**config.mk**
```make
export PLATFORM = sky130hd
export DESIGN_NAME = biphase_ir_remote_receiver
export DESIGN_NICKNAME = d
export VERILOG_FILES = /design/src/include/ir_rx_pkg.sv /design/src/design/ir_fifo.sv /design/src/design/biphase_ir_remote_receiver.sv
export VERILOG_INCLUDE_DIRS = /design/src /design/src/include
export SDC_FILE = /design/constraint.sdc
export NUM_CORES = 1
export LEC_CHECK = 0
export BUFFER_PORTS_ARGS = -buffer_cell sky130_fd_sc_hd__buf_2
export CORE_MARGIN = 2
export CORE_UTILIZATION = 50
export DETAILED_ROUTE_END_ITERATION = 10
export HOLD_SLACK_MARGIN = 0.08
export PLACE_DENSITY = 0.79
export SLEW_MARGIN = 10
export SYNTH_ARGS = -nofsm -noshare
export SYNTH_HDL_FRONTEND = slang
export SYNTH_SLANG_ARGS = --single-unit
export TNS_END_PERCENT = 10
```
**constraint.sdc**
```tcl
create_clock -name MCLK_IN -period 2.8 [get_ports MCLK_IN]
set_input_delay 0.56 -clock MCLK_IN [delete_from_list [all_inputs] [get_ports MCLK_IN]]
set_output_delay 0.56 -clock MCLK_IN [all_outputs]
set_load 0.05 [all_outputs]
```
**src/include/ir_rx_regs.svh**
```systemverilog
`ifndef IR_RX_REGS_SVH
`define IR_RX_REGS_SVH

// System clock and sampling timer base
`define IR_CLK_HZ 10000000
`define IR_TICK_NS 1000
`define IR_HALF_BIT_US 889

// Frame layout, bit 13 is the first bit on the air
`define IR_FRAME_BITS 14
`define IR_START1_POS 13
`define IR_START2_POS 12
`define IR_TOGGLE_POS 11
`define IR_ADDR_MSB 10
`define IR_ADDR_LSB 6
`define IR_CMD_MSB 5
`define IR_CMD_LSB 0
`define IR_ADDR_W 5
`define IR_CMD_W 8

// Placement inside the command output byte
`define IR_EXT_OUT_POS 6
`define IR_TOG_OUT_POS 7

// Decoded word buffer
`define IR_FIFO_DEPTH 16

`endif

```
**src/include/ir_rx_pkg.sv**
```systemverilog
package ir_rx_pkg;

  typedef enum logic [4:0] {
    ST_IDLE    = 5'h01,
    ST_MID     = 5'h02,
    ST_BETWEEN = 5'h04,
    ST_PUSH    = 5'h08,
    ST_GAP     = 5'h10
  } ir_state_t;

endpackage

```
**src/design/ir_fifo.sv**
```systemverilog
module ir_fifo import ir_rx_pkg::*; #(
  parameter int W = 13,
  parameter int DEPTH = 16
) (
  input wire logic clk_in, // System clock
  input wire logic rst_n_in, // Async reset, active low
  input wire logic in_valid_in, // Write request
  output logic in_ready_out, // Not full
  input wire logic [W-1:0] in_data_in, // Write data
  output logic out_valid_out, // Not empty
  input wire logic out_ready_in, // Read accept
  output logic [W-1:0] out_data_out // Head word
);

  localparam int AW = $clog2(DEPTH);

  typedef struct packed {
    logic [DEPTH-1:0][W-1:0] mem;
    logic [AW-1:0] wr;
    logic [AW-1:0] rd;
    logic [AW:0] cnt;
  } fifo_t;

  fifo_t s_q, s_d;
  logic push, pop;

  assign in_ready_out = (s_q.cnt != (AW+1)'(DEPTH));
  assign out_valid_out = (s_q.cnt != '0);
  assign out_data_out = s_q.mem[s_q.rd];

  always_comb begin
    s_d = s_q;
    push = in_valid_in && in_ready_out;
    pop = out_valid_out && out_ready_in;
    if (push) begin
      s_d.mem[s_q.wr] = in_data_in;
      s_d.wr = (s_q.wr == AW'(DEPTH-1)) ? '0 : s_q.wr + 1'b1;
    end
    if (pop) begin
      s_d.rd = (s_q.rd == AW'(DEPTH-1)) ? '0 : s_q.rd + 1'b1;
    end
    if (push && !pop) begin
      s_d.cnt = s_q.cnt + 1'b1;
    end else if (pop && !push) begin
      s_d.cnt = s_q.cnt - 1'b1;
    end
  end

  always_ff @(posedge clk_in or negedge rst_n_in) begin
    if (!rst_n_in) begin
      s_q <= '0;
    end else begin
      s_q <= s_d;
    end
  end

endmodule // ir_fifo

```
**src/design/biphase_ir_remote_receiver.sv**
```systemverilog
// Summary of operation
// A frame is one 14-bit code word, presented only once all bits are in.
// The first two bits are start bits of value 1 and mark the frame start.
// The third bit is the toggle bit, flipped on every new key press.
// The five bits after the toggle bit form the system address output.
// The last six bits form the command, up to 64 commands per address.
// Each bit is bi-phase coded and read at its mid-bit transition.
// Extended codes are accepted, with the extended bit in command bit 6.
// The toggle bit sits in bit 7 of the command byte.
// The input is chosen from any input pin by a pin select setting.
// Half-bits are 889 us; a quarter-bit edge error rejects the frame.
// Address and command update together with a one-cycle valid pulse.
`include "ir_rx_regs.svh"

module biphase_ir_remote_receiver import ir_rx_pkg::*; #(
  parameter int PIN_CNT = 8,
  parameter int HALF_BIT_US = `IR_HALF_BIT_US,
  parameter bit ACTIVE_LOW = 1'b1
) (
  input wire logic MCLK_IN, // 10 MHz system clock
  input wire logic RST_N_IN, // Async reset, active low
  input wire logic [PIN_CNT-1:0] IR_PINS_IN, // Candidate input pins
  input wire logic [$clog2(PIN_CNT)-1:0] IR_INPUT_PIN_SELECT_IN, // Pin
  input wire logic EXT_EN_IN, // Accept extended codes
  input wire logic READY_IN, // Consumer takes a code
  output logic [`IR_ADDR_W-1:0] ADDR_OUT, // System address
  output logic [`IR_CMD_W-1:0] CMD_OUT, // Toggle, ext, command
  output logic VALID_OUT, // One-cycle new code pulse
  output logic ERR_OUT, // One-cycle rejected frame pulse
  output logic BUSY_OUT // Frame in progress
);

  // Sampling timer: one tick per IR_TICK_NS
  // A fixed tick keeps the gap counter narrow whatever the clock rate
  localparam int TICK_CYC = (`IR_CLK_HZ / 1000000) * `IR_TICK_NS / 1000;
  localparam int HALF_TICKS = HALF_BIT_US * 1000 / `IR_TICK_NS;
  // Twelve bits hold two and a half half-bits of ticks with room to spare
  localparam int CW = 12;
  localparam logic [7:0] TICK_LAST = 8'(TICK_CYC - 1);
  // Quarter bit tolerance is half of a half-bit
  localparam logic [CW-1:0] SHORT_MIN = CW'(HALF_TICKS / 2);
  localparam logic [CW-1:0] SHORT_MAX = CW'(HALF_TICKS * 3 / 2);
  localparam logic [CW-1:0] LONG_MAX = CW'(HALF_TICKS * 5 / 2);
  localparam logic [3:0] LAST_BIT = 4'(`IR_FRAME_BITS - 1);
  localparam int DW = `IR_ADDR_W + `IR_CMD_W;

  typedef struct packed {
    ir_state_t state;
    logic [7:0] presc;
    logic [CW-1:0] gap;
    logic line;
    logic [`IR_FRAME_BITS-1:0] bits;
    logic [3:0] nbits;
    logic [`IR_ADDR_W-1:0] addr;
    logic [`IR_CMD_W-1:0] cmd;
    logic valid;
    logic err;
  } rx_t;

  rx_t s_q, s_d;
  logic line_now;
  logic tick;
  logic edge_seen;
  logic rec;
  logic fail;
  logic [`IR_FRAME_BITS-1:0] nb;
  logic [`IR_CMD_W-1:0] cmd_byte;
  logic [DW-1:0] push_data;
  logic push_ready;
  logic ir_code_fetch;
  logic fifo_valid;
  logic [DW-1:0] fifo_data;

  // Demodulators usually pull low while carrier is present
  assign line_now = IR_PINS_IN[IR_INPUT_PIN_SELECT_IN] ^ ACTIVE_LOW;

  assign edge_seen = (line_now != s_q.line);
  assign nb = {s_q.bits[`IR_FRAME_BITS-2:0], line_now};

  // Command byte: toggle on top, then extended bit, then six command bits
  always_comb begin
    cmd_byte = '0;
    cmd_byte[`IR_CMD_MSB:`IR_CMD_LSB] =
      s_q.bits[`IR_CMD_MSB:`IR_CMD_LSB];
    cmd_byte[`IR_EXT_OUT_POS] = ~s_q.bits[`IR_START2_POS];
    cmd_byte[`IR_TOG_OUT_POS] = s_q.bits[`IR_TOGGLE_POS];
  end

  assign push_data = {s_q.bits[`IR_ADDR_MSB:`IR_ADDR_LSB], cmd_byte};

  always_comb begin
    s_d = s_q;
    s_d.valid = 1'b0;
    s_d.err = 1'b0;
    tick = 1'b0;
    rec = 1'b0;
    fail = 1'b0;
    if (s_q.presc == TICK_LAST) begin
      s_d.presc = '0;
      tick = 1'b1;
    end else begin
      s_d.presc = s_q.presc + 1'b1;
    end
    s_d.line = line_now;
    // Ticks since the last edge, saturating so long idle never wraps
    if (edge_seen) begin
      s_d.gap = '0;
    end else if (tick && s_q.gap != '1) begin
      s_d.gap = s_q.gap + 1'b1;
    end
    unique case (s_q.state)
      ST_IDLE: begin
        // First active edge is the mid-bit of the first start bit
        if (edge_seen && line_now) begin
          s_d.state = ST_MID;
          s_d.bits = `IR_FRAME_BITS'(1);
          s_d.nbits = 4'h1;
        end
      end
      ST_MID: begin
        // A long gap from a mid-bit edge means the bit value flipped
        if (edge_seen) begin
          if (s_q.gap < SHORT_MIN) begin
            fail = 1'b1;
          end else if (s_q.gap < SHORT_MAX) begin
            s_d.state = ST_BETWEEN;
          end else if (s_q.gap <= LONG_MAX) begin
            rec = 1'b1;
          end else begin
            fail = 1'b1;
          end
        end else if (s_q.gap > LONG_MAX) begin
          fail = 1'b1;
        end
      end
      ST_BETWEEN: begin
        // Boundary edge seen; the next edge must be a mid-bit edge
        if (edge_seen) begin
          if (s_q.gap >= SHORT_MIN && s_q.gap < SHORT_MAX) begin
            rec = 1'b1;
          end else begin
            fail = 1'b1;
          end
        end else if (s_q.gap > SHORT_MAX) begin
          fail = 1'b1;
        end
      end
      ST_PUSH: begin
        // Decoder stalls here while the buffer is full; edges meanwhile
        // are lost, and the frame is resynchronised on the next quiet gap
        if (push_ready) begin
          s_d.state = ST_GAP;
        end
      end
      ST_GAP: begin
        // Re-arm only after a long quiet line, so the tail of a cut or
        // refused frame is never taken for a new start bit
        if (!line_now && s_q.gap > LONG_MAX) begin
          s_d.state = ST_IDLE;
        end
      end
      default: begin
        s_d.state = ST_GAP;
      end
    endcase
    if (rec) begin
      // Bit value is the level after the mid-bit transition
      s_d.bits = nb;
      s_d.nbits = s_q.nbits + 1'b1;
      s_d.state = ST_MID;
      if (s_q.nbits == LAST_BIT) begin
        if (nb[`IR_START1_POS] && (nb[`IR_START2_POS] || EXT_EN_IN)) begin
          s_d.state = ST_PUSH;
        end else begin
          fail = 1'b1;
        end
      end
    end
    if (fail) begin
      s_d.state = ST_GAP;
      s_d.err = 1'b1;
    end
    // Address and command change only when a buffered code is fetched
    if (ir_code_fetch) begin
      s_d.addr = fifo_data[DW-1:`IR_CMD_W];
      s_d.cmd = fifo_data[`IR_CMD_W-1:0];
      s_d.valid = 1'b1;
    end
  end

  always_ff @(posedge MCLK_IN or negedge RST_N_IN) begin
    if (!RST_N_IN) begin
      s_q <= '0;
      s_q.state <= ST_GAP;
    end else begin
      s_q <= s_d;
    end
  end

  // The buffer lets the consumer lag sixteen codes behind the air; past
  // that the decoder holds in PUSH and later frames are lost
  assign ir_code_fetch = fifo_valid && READY_IN;

  ir_fifo #(
    .W(DW),
    .DEPTH(`IR_FIFO_DEPTH)
  ) u_fifo (
    .clk_in(MCLK_IN),
    .rst_n_in(RST_N_IN),
    .in_valid_in(s_q.state == ST_PUSH),
    .in_ready_out(push_ready),
    .in_data_in(push_data),
    .out_valid_out(fifo_valid),
    .out_ready_in(READY_IN),
    .out_data_out(fifo_data)
  );

  assign ADDR_OUT = s_q.addr;
  assign CMD_OUT = s_q.cmd;
  assign VALID_OUT = s_q.valid;
  assign ERR_OUT = s_q.err;
  assign BUSY_OUT = (s_q.state == ST_MID) || (s_q.state == ST_BETWEEN);

endmodule // biphase_ir_remote_receiver

```
==> results_dict.tcl, run 1 <==
set metrics [dict create \
    crit_buf_inv 1 \
    antenna_found_initial 0 \
    seqCellArea_sq_um 6990 \
    num_rows 59 \
    path_delay_family "simple AND/OR/NAND/NOR gates" \
    via_count 7909 \
    period_minus_slack_ns 2.62 \
    critPathSlowestCell "or4_4" \
    p_sw_frac 0.211 \
    seqPwrFrac 0.511 \
    syn_area_per_cell_sq_um 13.5 \
    fp.dieW_um 167 \
    num-nets-final 1043 \
    ant_nets 0 \
    worstPathArrival_ns 3.03 \
    io_buffer_count 30 \
    clk_latency_ns 0.54 \
    powerDensity_nw_per_um2 533 \
    fillers 2040 \
    first_global_vias 8500 \
    utilization 0.570 \
    cp.required_ns 3.21 \
    p_leak_nw 6.98 \
    synth_top_family_by_area "multiplexers" \
    vdd_drop_max_mv 0.429 \
    slew_violations 0 \
    final_cell_mix "dfrtp_1 (275), mux2_2 (189), nand2_1 (111)" \
    overflow 0 \
    drt_iter0_markers 566 \
    drc 0 \
    dp_hpwl_um 18100 \
    postCtsSetupBuffers 0 \
    r2r_slack_ns 0.18 \
    synth_edf_count 0 \
    synth_seq_cells 279 \
    yosysSeqAreaShare 0.528 \
    outcome "finished clean" \
    area_growth_pct 12.0 \
    fmax_mhz 381 \
    power_frac_clock 0.469 \
    crit_type "reg -> reg" \
    multiInputGateArea_sq_um 5760 \
    startpoint_type "register" \
    rsz0062_at_grt "no" \
    synth_cell_types 65 \
    synthMuxAreaShare 0.288 \
    cts_tree "yes" \
    max-cap-violations 0 \
    coreArea_sq_um 26000 \
    combPwrFrac 0.020 \
    synth_compound_area_frac 0.0339 \
    max_stage_delay_ns 0.53 \
    drtPass1Iterations 6 \
    grt_max_degree 71 \
    synth-simple-area-share 0.0779 \
    numClockSinks 279 \
    cp_cell_sequence "or4_4 > o21ai_4 > ha_1 > inv_1 > fa_2 > a21o_1 > a21oi_1 > xnor2_1 > nor2_1 > xor2_1" \
    relSlewSlack 0.493 \
    final_layout_size_suffix_gt1_frac 0.399 \
    setup_viol 0 \
    critPathMaxFanout 5 \
    cts.clk_slew.worst_paths_ns 0.06 \
    synth_ff_type "dfrtp_1" \
    hp-class "in -> reg" \
    cts.htree.levels 1 \
    final_common_cell "dfrtp_1" \
    antenna_cells 0 \
    fin_crit_sh 0.936 \
    drt_wl_total_um 28300 \
    io_pins 31 \
    initial_core_util 0.509 \
    p_switching_mw 1.67 \
    p_int_mw 6.23 \
    synthAdderAreaFrac 0.0176 \
    synth_nets 1012 \
    gp_congestion 0.815 \
    yosysWarnings 0 \
    worstMarginPinSlew_ns 0.761 \
    mappedNetlistArea_sq_um 13200 \
    synth_xor_area_frac 0.0166 \
    grt_util_all_layers 0.211 \
    grt_pass1_wl_um 46600 \
    dieArea_sq_um 27800 \
    cts_buffer_depth 3 \
    hold_viol 0 \
    final.setup_skew_ns 0.0198 \
    dieHeight_um 167 \
    synth_cells 979 \
    viasPerCell 5.79 \
    total_power_mw 7.90 \
    wl_per_cell_um 20.7 \
    cp-end-kind "register" \
    async_flop_share 1.00 \
    hold_ws_ns 0.386 \
    numCtsBuffers 29 \
    cts_root_buf "clkbuf_16" \
]
-- power by group through the flow --
stage / combinational [mW] / sequential (mW) / clock, mW
3_3_place_gp: 0.159 / 4.11 / 0
3_5_place_dp: 0.162 / 4.11 / 0
6_report: 0.158 / 4.03 / 3.70
5_1_grt: 0.182 / 4.03 / 3.96
2_1_floorplan: 0.0340 / 4.11 / 0
4_1_cts: 0.164 / 4.03 / 3.76
-- final cells by class --
cell class / instances / share of cell area
timing repair buffer: 79 / 0.0434
sequential: 279 / 0.472
clock buffer: 41 / 0.0561
multi-input combinational: 597 / 0.389
clock inverter: 11 / 0.00583
inverter: 24 / 0.00608
tap: 335 / 0.0283
-- routing by layer --
layer | routed length, um | vias to the layer above | track usage
li1 | - | 3549 | -
met1 | 12400 | 4127 | 0.291
met2 | 13800 | 172 | 0.350
met3 | 1230 | 61 | 0.0309
met4 | 861 | 0 | 0.0671
met5 | 0 | - | 0
-- registers in the layout, indices dropped and copies added (netlist names) --
name,cells
cmd_byte,7
CMD_OUT,8
ADDR_OUT,5
VALID_OUT,1
u_fifo.s_q,221
ERR_OUT,1
nb,6
s_q,30
-- timing repair --
action                                  4_1_cts  5_1_grt
hold endpoints to repair                     61        0
endpoints found under the setup margin        0        1
gates resized for setup                       0        1
hold buffers                                  1        0
-- path summary, 6_finish.rpt --
check	from	end	depth (start not counted)
max in group asynchronous	RST_N_IN	u_fifo.s_q[90]	3
hold reg to reg	CMD_OUT[4]	CMD_OUT[4]	2
hold / removal	IR_INPUT_PIN_SELECT_IN[0]	s_q[33]	3
setup reg to reg	u_fifo.s_q[1]	u_fifo.s_q[4]	10
setup / recovery	u_fifo.s_q[1]	u_fifo.s_q[4]	10
min in group asynchronous	RST_N_IN	s_q[34]	2
-- logic make-up (layout without fill, tap and decap cells) --
group                      Yosys count  count (layout)
AOI/OAI and AO/OA                   69              69
xor gates and xnor gates            25              25
buffers and inverters              103             155
and+or+nand+nor                    212             212
muxes                              273             273
DFF                                279             279
adders and majority gates           18              18
-- through the flow --
step	setup WS, ns	cells	TNS, ns	instance area (sq um)
6_report	0.179	1366	0	14800
5_1_grt	0.00640	1366	0	14800
4_1_cts	0.165	1366	0	14800
3_5_place_dp	-0.100	1313	-0.478	13900
3_3_place_gp	0.0423	1313	0	13900
2_1_floorplan	-0.0312	979	-0.0312	13300
-- synth_stat cells (all sizes together) (9+ instances only) --
library cell | number | area (sq um)
and2 | 11 | 68.8
nand2 | 112 | 423
mux2 | 190 | 2140
clkbuf | 29 | 110
dfrtp | 278 | 6960
o21ai | 35 | 175
a21oi | 9 | 48.8
nand3 | 16 | 105
nor2 | 29 | 119
xnor2 | 20 | 175
inv | 24 | 90.1
buf | 50 | 304
mux4 | 67 | 1510
mux2i | 16 | 160
ha | 17 | 213
-- worst min-delay path, stage by stage --
cell     delay (ns)
buf_2          0.09
mux2i_1        0.08
buf_4          0.15
(Power assumes the default switching activity.)
==> run 2, diff against run 1 <==
--- a/config.mk
+++ b/config.mk
@@ -9,6 +9,7 @@
 export BUFFER_PORTS_ARGS = -buffer_cell sky130_fd_sc_hd__buf_2
 export CORE_MARGIN = 2
 export CORE_UTILIZATION = 50
+export CTS_CLUSTER_DIAMETER = 30
 export DETAILED_ROUTE_END_ITERATION = 10
 export HOLD_SLACK_MARGIN = 0.08
 export PLACE_DENSITY = 0.79
==> constraint.sdc (replaced) <==
create_clock -name MCLK_IN -period 2.8 [get_ports MCLK_IN]
set_input_delay 0.42 -clock MCLK_IN [delete_from_list [all_inputs] [get_ports MCLK_IN]]
set_output_delay 0.42 -clock MCLK_IN [all_outputs]
set_load 0.05 [all_outputs]
==> run 2 against run 1 <==
Compared with the run above:
- total power rose by 42%
- combinational power about the same
- critical path depth unchanged
- first-iteration DRC count rose by 6.4%
- clock skew increased by 0.0089 ns
- non-clock buffer count increased by 1
- maximum frequency fell by 0.83%
- sequential share of layout area shrank 3.3 points
- global-route usage increased by 1.4 points
- register-to-register slack worse by 0.02 ns
- setup slack got worse by 0.022 ns
- count of clock-buffer cells in the layout rose by 18
- critical path type unchanged
- largest cell class unchanged
- largest power group is now clock
==> results_dict.tcl, run 2 (same netlist as run 1, synthesis figures left out) <==
set metrics [dict create \
    critPathMaxFanout 5 \
    coreArea_sq_um 26000 \
    relSlewSlack 0.532 \
    rr_startpoint "u_fifo.s_q[1]" \
    cp_num_cells 10 \
    cp.required_ns 3.25 \
    antenna_cells 0 \
    path_delay_family "simple AND/OR/NAND/NOR gates" \
    hold_viol 0 \
    worstPathArrival_ns 3.10 \
    overflow 0 \
    viasPerCell 5.80 \
    startpoint_type "register" \
    power_frac_clock 0.627 \
    p_leak_nw 7.49 \
    dp_hpwl_um 17900 \
    gp_congestion 0.840 \
    period_minus_slack_ns 2.64 \
    powerDensity_nw_per_um2 706 \
    p_switching_mw 2.53 \
    area_growth_pct 20.4 \
    clk_latency_ns 0.59 \
    ant_nets 0 \
    reg2reg_depth 10 \
    crit_buf_inv 1 \
    cts_tree "yes" \
    setup_viol 0 \
    numCtsBuffers 55 \
    final_layout_size_suffix_gt1_frac 0.429 \
    p_sw_frac 0.225 \
    critPathCapture "u_fifo.s_q[4]" \
    numClockSinks 279 \
    fillers 1895 \
    critPathSlowestCell "or4_4" \
    dieHeight_um 167 \
    vdd_drop_max_mv 0.575 \
    placedCellCount 1314 \
    drtPass1Iterations 5 \
    io_buffer_count 30 \
    dieArea_sq_um 27800 \
    num-nets-final 1070 \
    via_count 8227 \
    fmax_mhz 378 \
    drt_iter0_markers 602 \
    r2r_slack_ns 0.16 \
    slew_violations 0 \
    wl_per_cell_um 21.2 \
    finalSetupTns_ns 0 \
    postCtsSetupBuffers 0 \
    max-cap-violations 0 \
    crit_type "reg -> reg" \
    first_global_vias 8988 \
    hp-class "in -> reg" \
    grt_max_degree 71 \
    outcome "finished clean" \
    regMostFlops "u_fifo.s_q" \
    antenna_found_initial 0 \
    combPwrFrac 0.014 \
    worstMarginPinSlew_ns 0.701 \
    grt_util_all_layers 0.225 \
    drt_wl_total_um 30100 \
    drc 0 \
    worstReg2RegEnd "u_fifo.s_q[4]" \
    fin_crit_sh 0.944 \
    initial_core_util 0.509 \
    final_common_cell "dfrtp_1" \
    cts.htree.levels 2 \
    total_power_mw 11.2 \
    fin_ws_ns 0.157 \
    io_pins 31 \
    instances_no_fill 1418 \
    cp_cell_sequence "or4_4 > o21ai_4 > ha_2 > inv_1 > fa_2 > a21o_1 > a21oi_1 > xnor2_1 > nor2_1 > xor2_1" \
    largest_reg_flops 221 \
    final_cell_mix "dfrtp_1 (276), mux2_2 (189), nand2_1 (111)" \
    cts_root_buf "clkbuf_16" \
    cts_buffer_depth 3 \
    grt_pass1_wl_um 49300 \
    hold_ws_ns 0.223 \
    cts.clk_slew.worst_paths_ns 0.05 \
    dp_slack_ns 0.0432 \
    max_stage_delay_ns 0.55 \
    cp-end-kind "register" \
    num_rows 59 \
    final.setup_skew_ns 0.0287 \
    crit_start "u_fifo.s_q[1]" \
    fp.dieW_um 167 \
    seqPwrFrac 0.359 \
    p_int_mw 8.72 \
]
[run 2: worst min-delay path by stage]
stage	end	start	depth (start not counted)	slack, ns
finish	s_q[33]	IR_INPUT_PIN_SELECT_IN[0]	3	0.22
global route	s_q[33]	IR_INPUT_PIN_SELECT_IN[0]	3	0.21
detailed placement	u_fifo.s_q[46]	RST_N_IN	1	0.43
CTS	s_q[33]	IR_INPUT_PIN_SELECT_IN[0]	3	0.20
floorplan	ADDR_OUT[0]	RST_N_IN	0	0.12
global placement	s_q[36]	RST_N_IN	1	0.43
[run 2: routing by layer]
metal,global-route usage,vias to the layer above,wire length (um)
li1,-,3619,-
met1,0.286,4301,12500
met2,0.383,232,15100
met4,0.0855,0,938
met5,0,-,0
met3,0.0449,75,1570
[run 2: tightest hold or removal path, stage by stage]
cell and delay [ns]:
buf_2 0.08, mux2i_1 0.09, buf_4 0.16
[run 2: timing repair]
action | in CTS | in global routing
setup endpoints to repair | 0 | 1
hold buffers | 1 | 0
resized for setup | 0 | 1
endpoints found under the hold margin | 66 | 0
[run 2: layout make-up]
cell class / instances / area, sq um / area share
Clock buffer: 59 / 1390 / 0.0874
Clock inverter: 44 / 636 / 0.0399
Inverter: 24 / 90.1 / 0.00566
Multi-Input combinational cell: 597 / 5760 / 0.362
Sequential cell: 279 / 6990 / 0.439
Tap cell: 335 / 419 / 0.0263
Timing Repair Buffer: 80 / 638 / 0.0401
[run 2: through the flow]
| stage | util | cell area [sq um] |
|---|---|---|
| after floorplan | - | 13300 |
| after global placement | 0.534 | 13900 |
| after detailed placement | 0.534 | 13900 |
| after CTS | 0.613 | 15900 |
| after global routing | 0.613 | 15900 |
| final | 0.613 | 15900 |
[run 2: power by group through the flow]
stage / clock network [mW] / logic (mW) / registers (mW)
2_1_floorplan: 0 / 0.0340 / 4.11
3_3_place_gp: 0 / 0.158 / 4.11
3_5_place_dp: 0 / 0.161 / 4.11
4_1_cts: 7.13 / 0.163 / 4.04
5_1_grt: 7.33 / 0.182 / 4.04
6_report: 7.05 / 0.158 / 4.04
==> run 3, diff against run 2 <==
--- a/config.mk
+++ b/config.mk
@@ -9,12 +9,13 @@
 export BUFFER_PORTS_ARGS = -buffer_cell sky130_fd_sc_hd__buf_2
 export CORE_MARGIN = 2
 export CORE_UTILIZATION = 50
-export CTS_CLUSTER_DIAMETER = 30
+export CTS_BUF_LIST = sky130_fd_sc_hd__clkbuf_16
 export DETAILED_ROUTE_END_ITERATION = 10
 export HOLD_SLACK_MARGIN = 0.08
 export PLACE_DENSITY = 0.79
 export SLEW_MARGIN = 10
 export SYNTH_ARGS = -nofsm -noshare
 export SYNTH_HDL_FRONTEND = slang
+export SYNTH_HIERARCHICAL = 1
 export SYNTH_SLANG_ARGS = --single-unit
 export TNS_END_PERCENT = 10
==> run 3 against run 2 <==
Compared with the run above:
- clock skew decreased by 0.0015 ns
- via count shrank 3.6%
- sequential share of layout area increased by 2.5 points
- synthesized cell count decreased by 3.0%
- sequential power is 2% higher
- synthesized area increased by 4.4%
- setup slack worse by 0.040 ns
- routed wire length is 4.9% lower
- count of clock-buffer cells in the layout down 31
- non-clock buffer count fell by 19
- critical endpoint is now u_fifo/s_q[4]
==> results_dict.tcl, run 3 <==
set metrics [dict create \
    relSlewSlack 0.429 \
    yosys-top-cells-area "dfrtp_1 (50%), mux2_4 (12%), mux2_2 (9.2%), mux4_2 (6.7%), mux2i_1 (3.0%)" \
    yosysWarnings 6 \
    num_rows 60 \
    final.setup_skew_ns 0.0272 \
    ant_nets 0 \
    cts.htree.levels 1 \
    worstMarginPinSlew_ns 0.853 \
    drtPass1Iterations 4 \
    numClockSinks 279 \
    first_global_vias 8386 \
    seqPwrFrac 0.509 \
    dieHeight_um 170 \
    cp-end-kind "register" \
    p_sw_frac 0.229 \
    viasPerCell 5.97 \
    whs_path_depth 3 \
    wl_per_cell_um 21.5 \
    area_growth_pct 9.13 \
    coreArea_sq_um 27000 \
    cts_tree "yes" \
    synth_edf_count 0 \
    drc 0 \
    synth_nets 983 \
    yosysMostFrequentCell "dfrtp_1" \
    syn_area_per_cell_sq_um 14.5 \
    drt_wl_total_um 28600 \
    antenna_cells 0 \
    grt_pass1_wl_um 46400 \
    p_switching_mw 1.85 \
    num-nets-final 1000 \
    outcome "finished clean" \
    cts_root_buf "clkbuf_16" \
    yosysSeqAreaShare 0.506 \
    fin_ws_ns 0.116 \
    slew_violations 0 \
    final_layout_size_suffix_gt1_frac 0.391 \
    combPwrFrac 0.055 \
    cts.clk_slew.worst_paths_ns 0.06 \
    dp_hpwl_um 17500 \
    async_flop_share 1.00 \
    max-cap-violations 0 \
    largest_reg_flops 221 \
    via_count 7927 \
    overflow 0 \
    fp.dieW_um 170 \
    startpoint_type "register" \
    final_cell_mix "dfrtp_1 (276), mux2_2 (113), mux2_4 (111)" \
    total_power_mw 8.08 \
    p_int_mw 6.23 \
    p_leak_nw 7.37 \
    setup_viol 0 \
    powerDensity_nw_per_um2 536 \
    synth_seq_cells 279 \
    vdd_drop_max_mv 0.355 \
    reg2reg_depth 9 \
    cp.required_ns 3.26 \
    io_pins 31 \
    grt_max_degree 70 \
    antenna_found_initial 0 \
    hp-class "in -> reg" \
    dieArea_sq_um 29000 \
    power_frac_clock 0.436 \
    fin_crit_sh 0.958 \
    hold_viol 0 \
    grt_util_all_layers 0.204 \
    mappedNetlistArea_sq_um 13800 \
    synth_cells 950 \
    synth_ff_type "dfrtp_1" \
    io_buffer_count 30 \
    utilization 0.558 \
    final_common_cell "dfrtp_1" \
    drt_iter0_markers 471 \
    critPathMaxFanout 5 \
    clk_latency_ns 0.55 \
    dp_slack_ns 0.120 \
    synth_top_area_frac 0.504 \
    initial_core_util 0.511 \
    regMostFlops "u_fifo/s_q" \
    yosys.area.top_type "dfrtp_1" \
    ys_top_cells_by_count "dfrtp_1 (278), mux2_2 (113), mux2_4 (111)" \
    period_minus_slack_ns 2.68 \
    cts_buffer_depth 3 \
    gp_congestion 0.815 \
    crit_type "reg -> reg" \
    numCtsBuffers 28 \
    synth_cell_types 62 \
    worstPathArrival_ns 3.14 \
    fmax_mhz 373 \
]
## run 3: cell types whose count changed after synthesis, sizes merged, moves of 8 or more
cell / before / now
nand2: 112 / 25
mux4: 67 / 41
mux2: 190 / 224
a32oi: 0 / 13
a22oi: 1 / 13
inv: 24 / 15
mux2i: 16 / 42
xnor2: 20 / 12
a22o: 0 / 11
nand3: 16 / 29
## run 3: kinds of logic (layout without fill, tap and decap cells)
| group | after synthesis | in the layout | synth area share |
|---|---|---|---|
| XOR/XNOR | 22 | 22 | 0.0139 |
| buffers and inverters | 89 | 126 | 0.0384 |
| AO/OA/AOI/OAI | 108 | 108 | 0.0550 |
| adder cells (fa/ha/maj) | 18 | 18 | 0.0168 |
| flip-flops | 279 | 279 | 0.506 |
| multiplexers | 307 | 307 | 0.310 |
| AND/OR/NAND/NOR | 127 | 127 | 0.0602 |
## run 3: final timing paths
kind                               start  slack (ns)              to
hold / removal                  READY_IN        0.23   u_fifo/s_q[5]
setup reg to reg           u_fifo/s_q[2]        0.12   u_fifo/s_q[4]
hold reg to reg                  s_q[53]        0.48         s_q[53]
max in group asynchronous       RST_N_IN        1.55         s_q[58]
setup / recovery           u_fifo/s_q[2]        0.12   u_fifo/s_q[4]
min in group asynchronous       RST_N_IN        0.41  u_fifo/s_q[82]
## run 3: power groups by stage
stage	clock network (mW)	registers, mW	logic (mW)
detailed placement	0	4.18	0.445
global placement	0	4.18	0.432
CTS	3.59	4.11	0.448
finish	3.52	4.12	0.445
floorplan	0	4.19	0.248
global route	3.76	4.12	0.491
## run 3: cell type report
class	instances	area, sq um
multi-input cells	582	6320
well taps	341	427
inverters	15	56.3
clock buffers	28	701
clock inverters	22	154
flip-flops and latches	279	6990
repair buffers	61	433
fillers	2142	12000
## run 3: repair_timing
item / CTS / global route
gates resized for setup: 0 / 3
buffers inserted: 0 / 0
endpoints found under the hold margin: 62 / 0
hold buffers: 1 / 0
setup endpoints to repair: 0 / 1
## run 3: per-layer routing
| metal | share of wire | wire, um | vias up | global-route usage |
|---|---|---|---|---|
| met1 | 0.43 | 12300 | 4176 | 0.267 |
| met2 | 0.50 | 14300 | 178 | 0.352 |
| li1 | - | - | 3522 | - |
| met5 | 0 | 0 | - | 0 |
| met4 | 0.026 | 744 | 0 | 0.0543 |
| met3 | 0.044 | 1260 | 51 | 0.0342 |
## run 3: worst max-delay path, stage by stage (launching register included)
cell	delay (ns)
dfrtp_1	0.44
or4_4	0.53
o21ai_4	0.19
ha_1	0.21
inv_1	0.11
fa_1	0.42
a21o_1	0.18
a21oi_1	0.17
mux2i_1	0.23
xnor2_1	0.13
## run 3: metrics by stage
step | cells | cell area, sq um | hold WS, ns | setup TNS [ns]
after detailed placement | 1277 | 14200 | 0.424 | 0
after floorplan | 950 | 13800 | 0.124 | 0
after global routing | 1328 | 15100 | 0.244 | -0.00591
final | 1328 | 15100 | 0.234 | 0
after global placement | 1277 | 14200 | 0.415 | 0
after CTS | 1328 | 15100 | 0.230 | 0
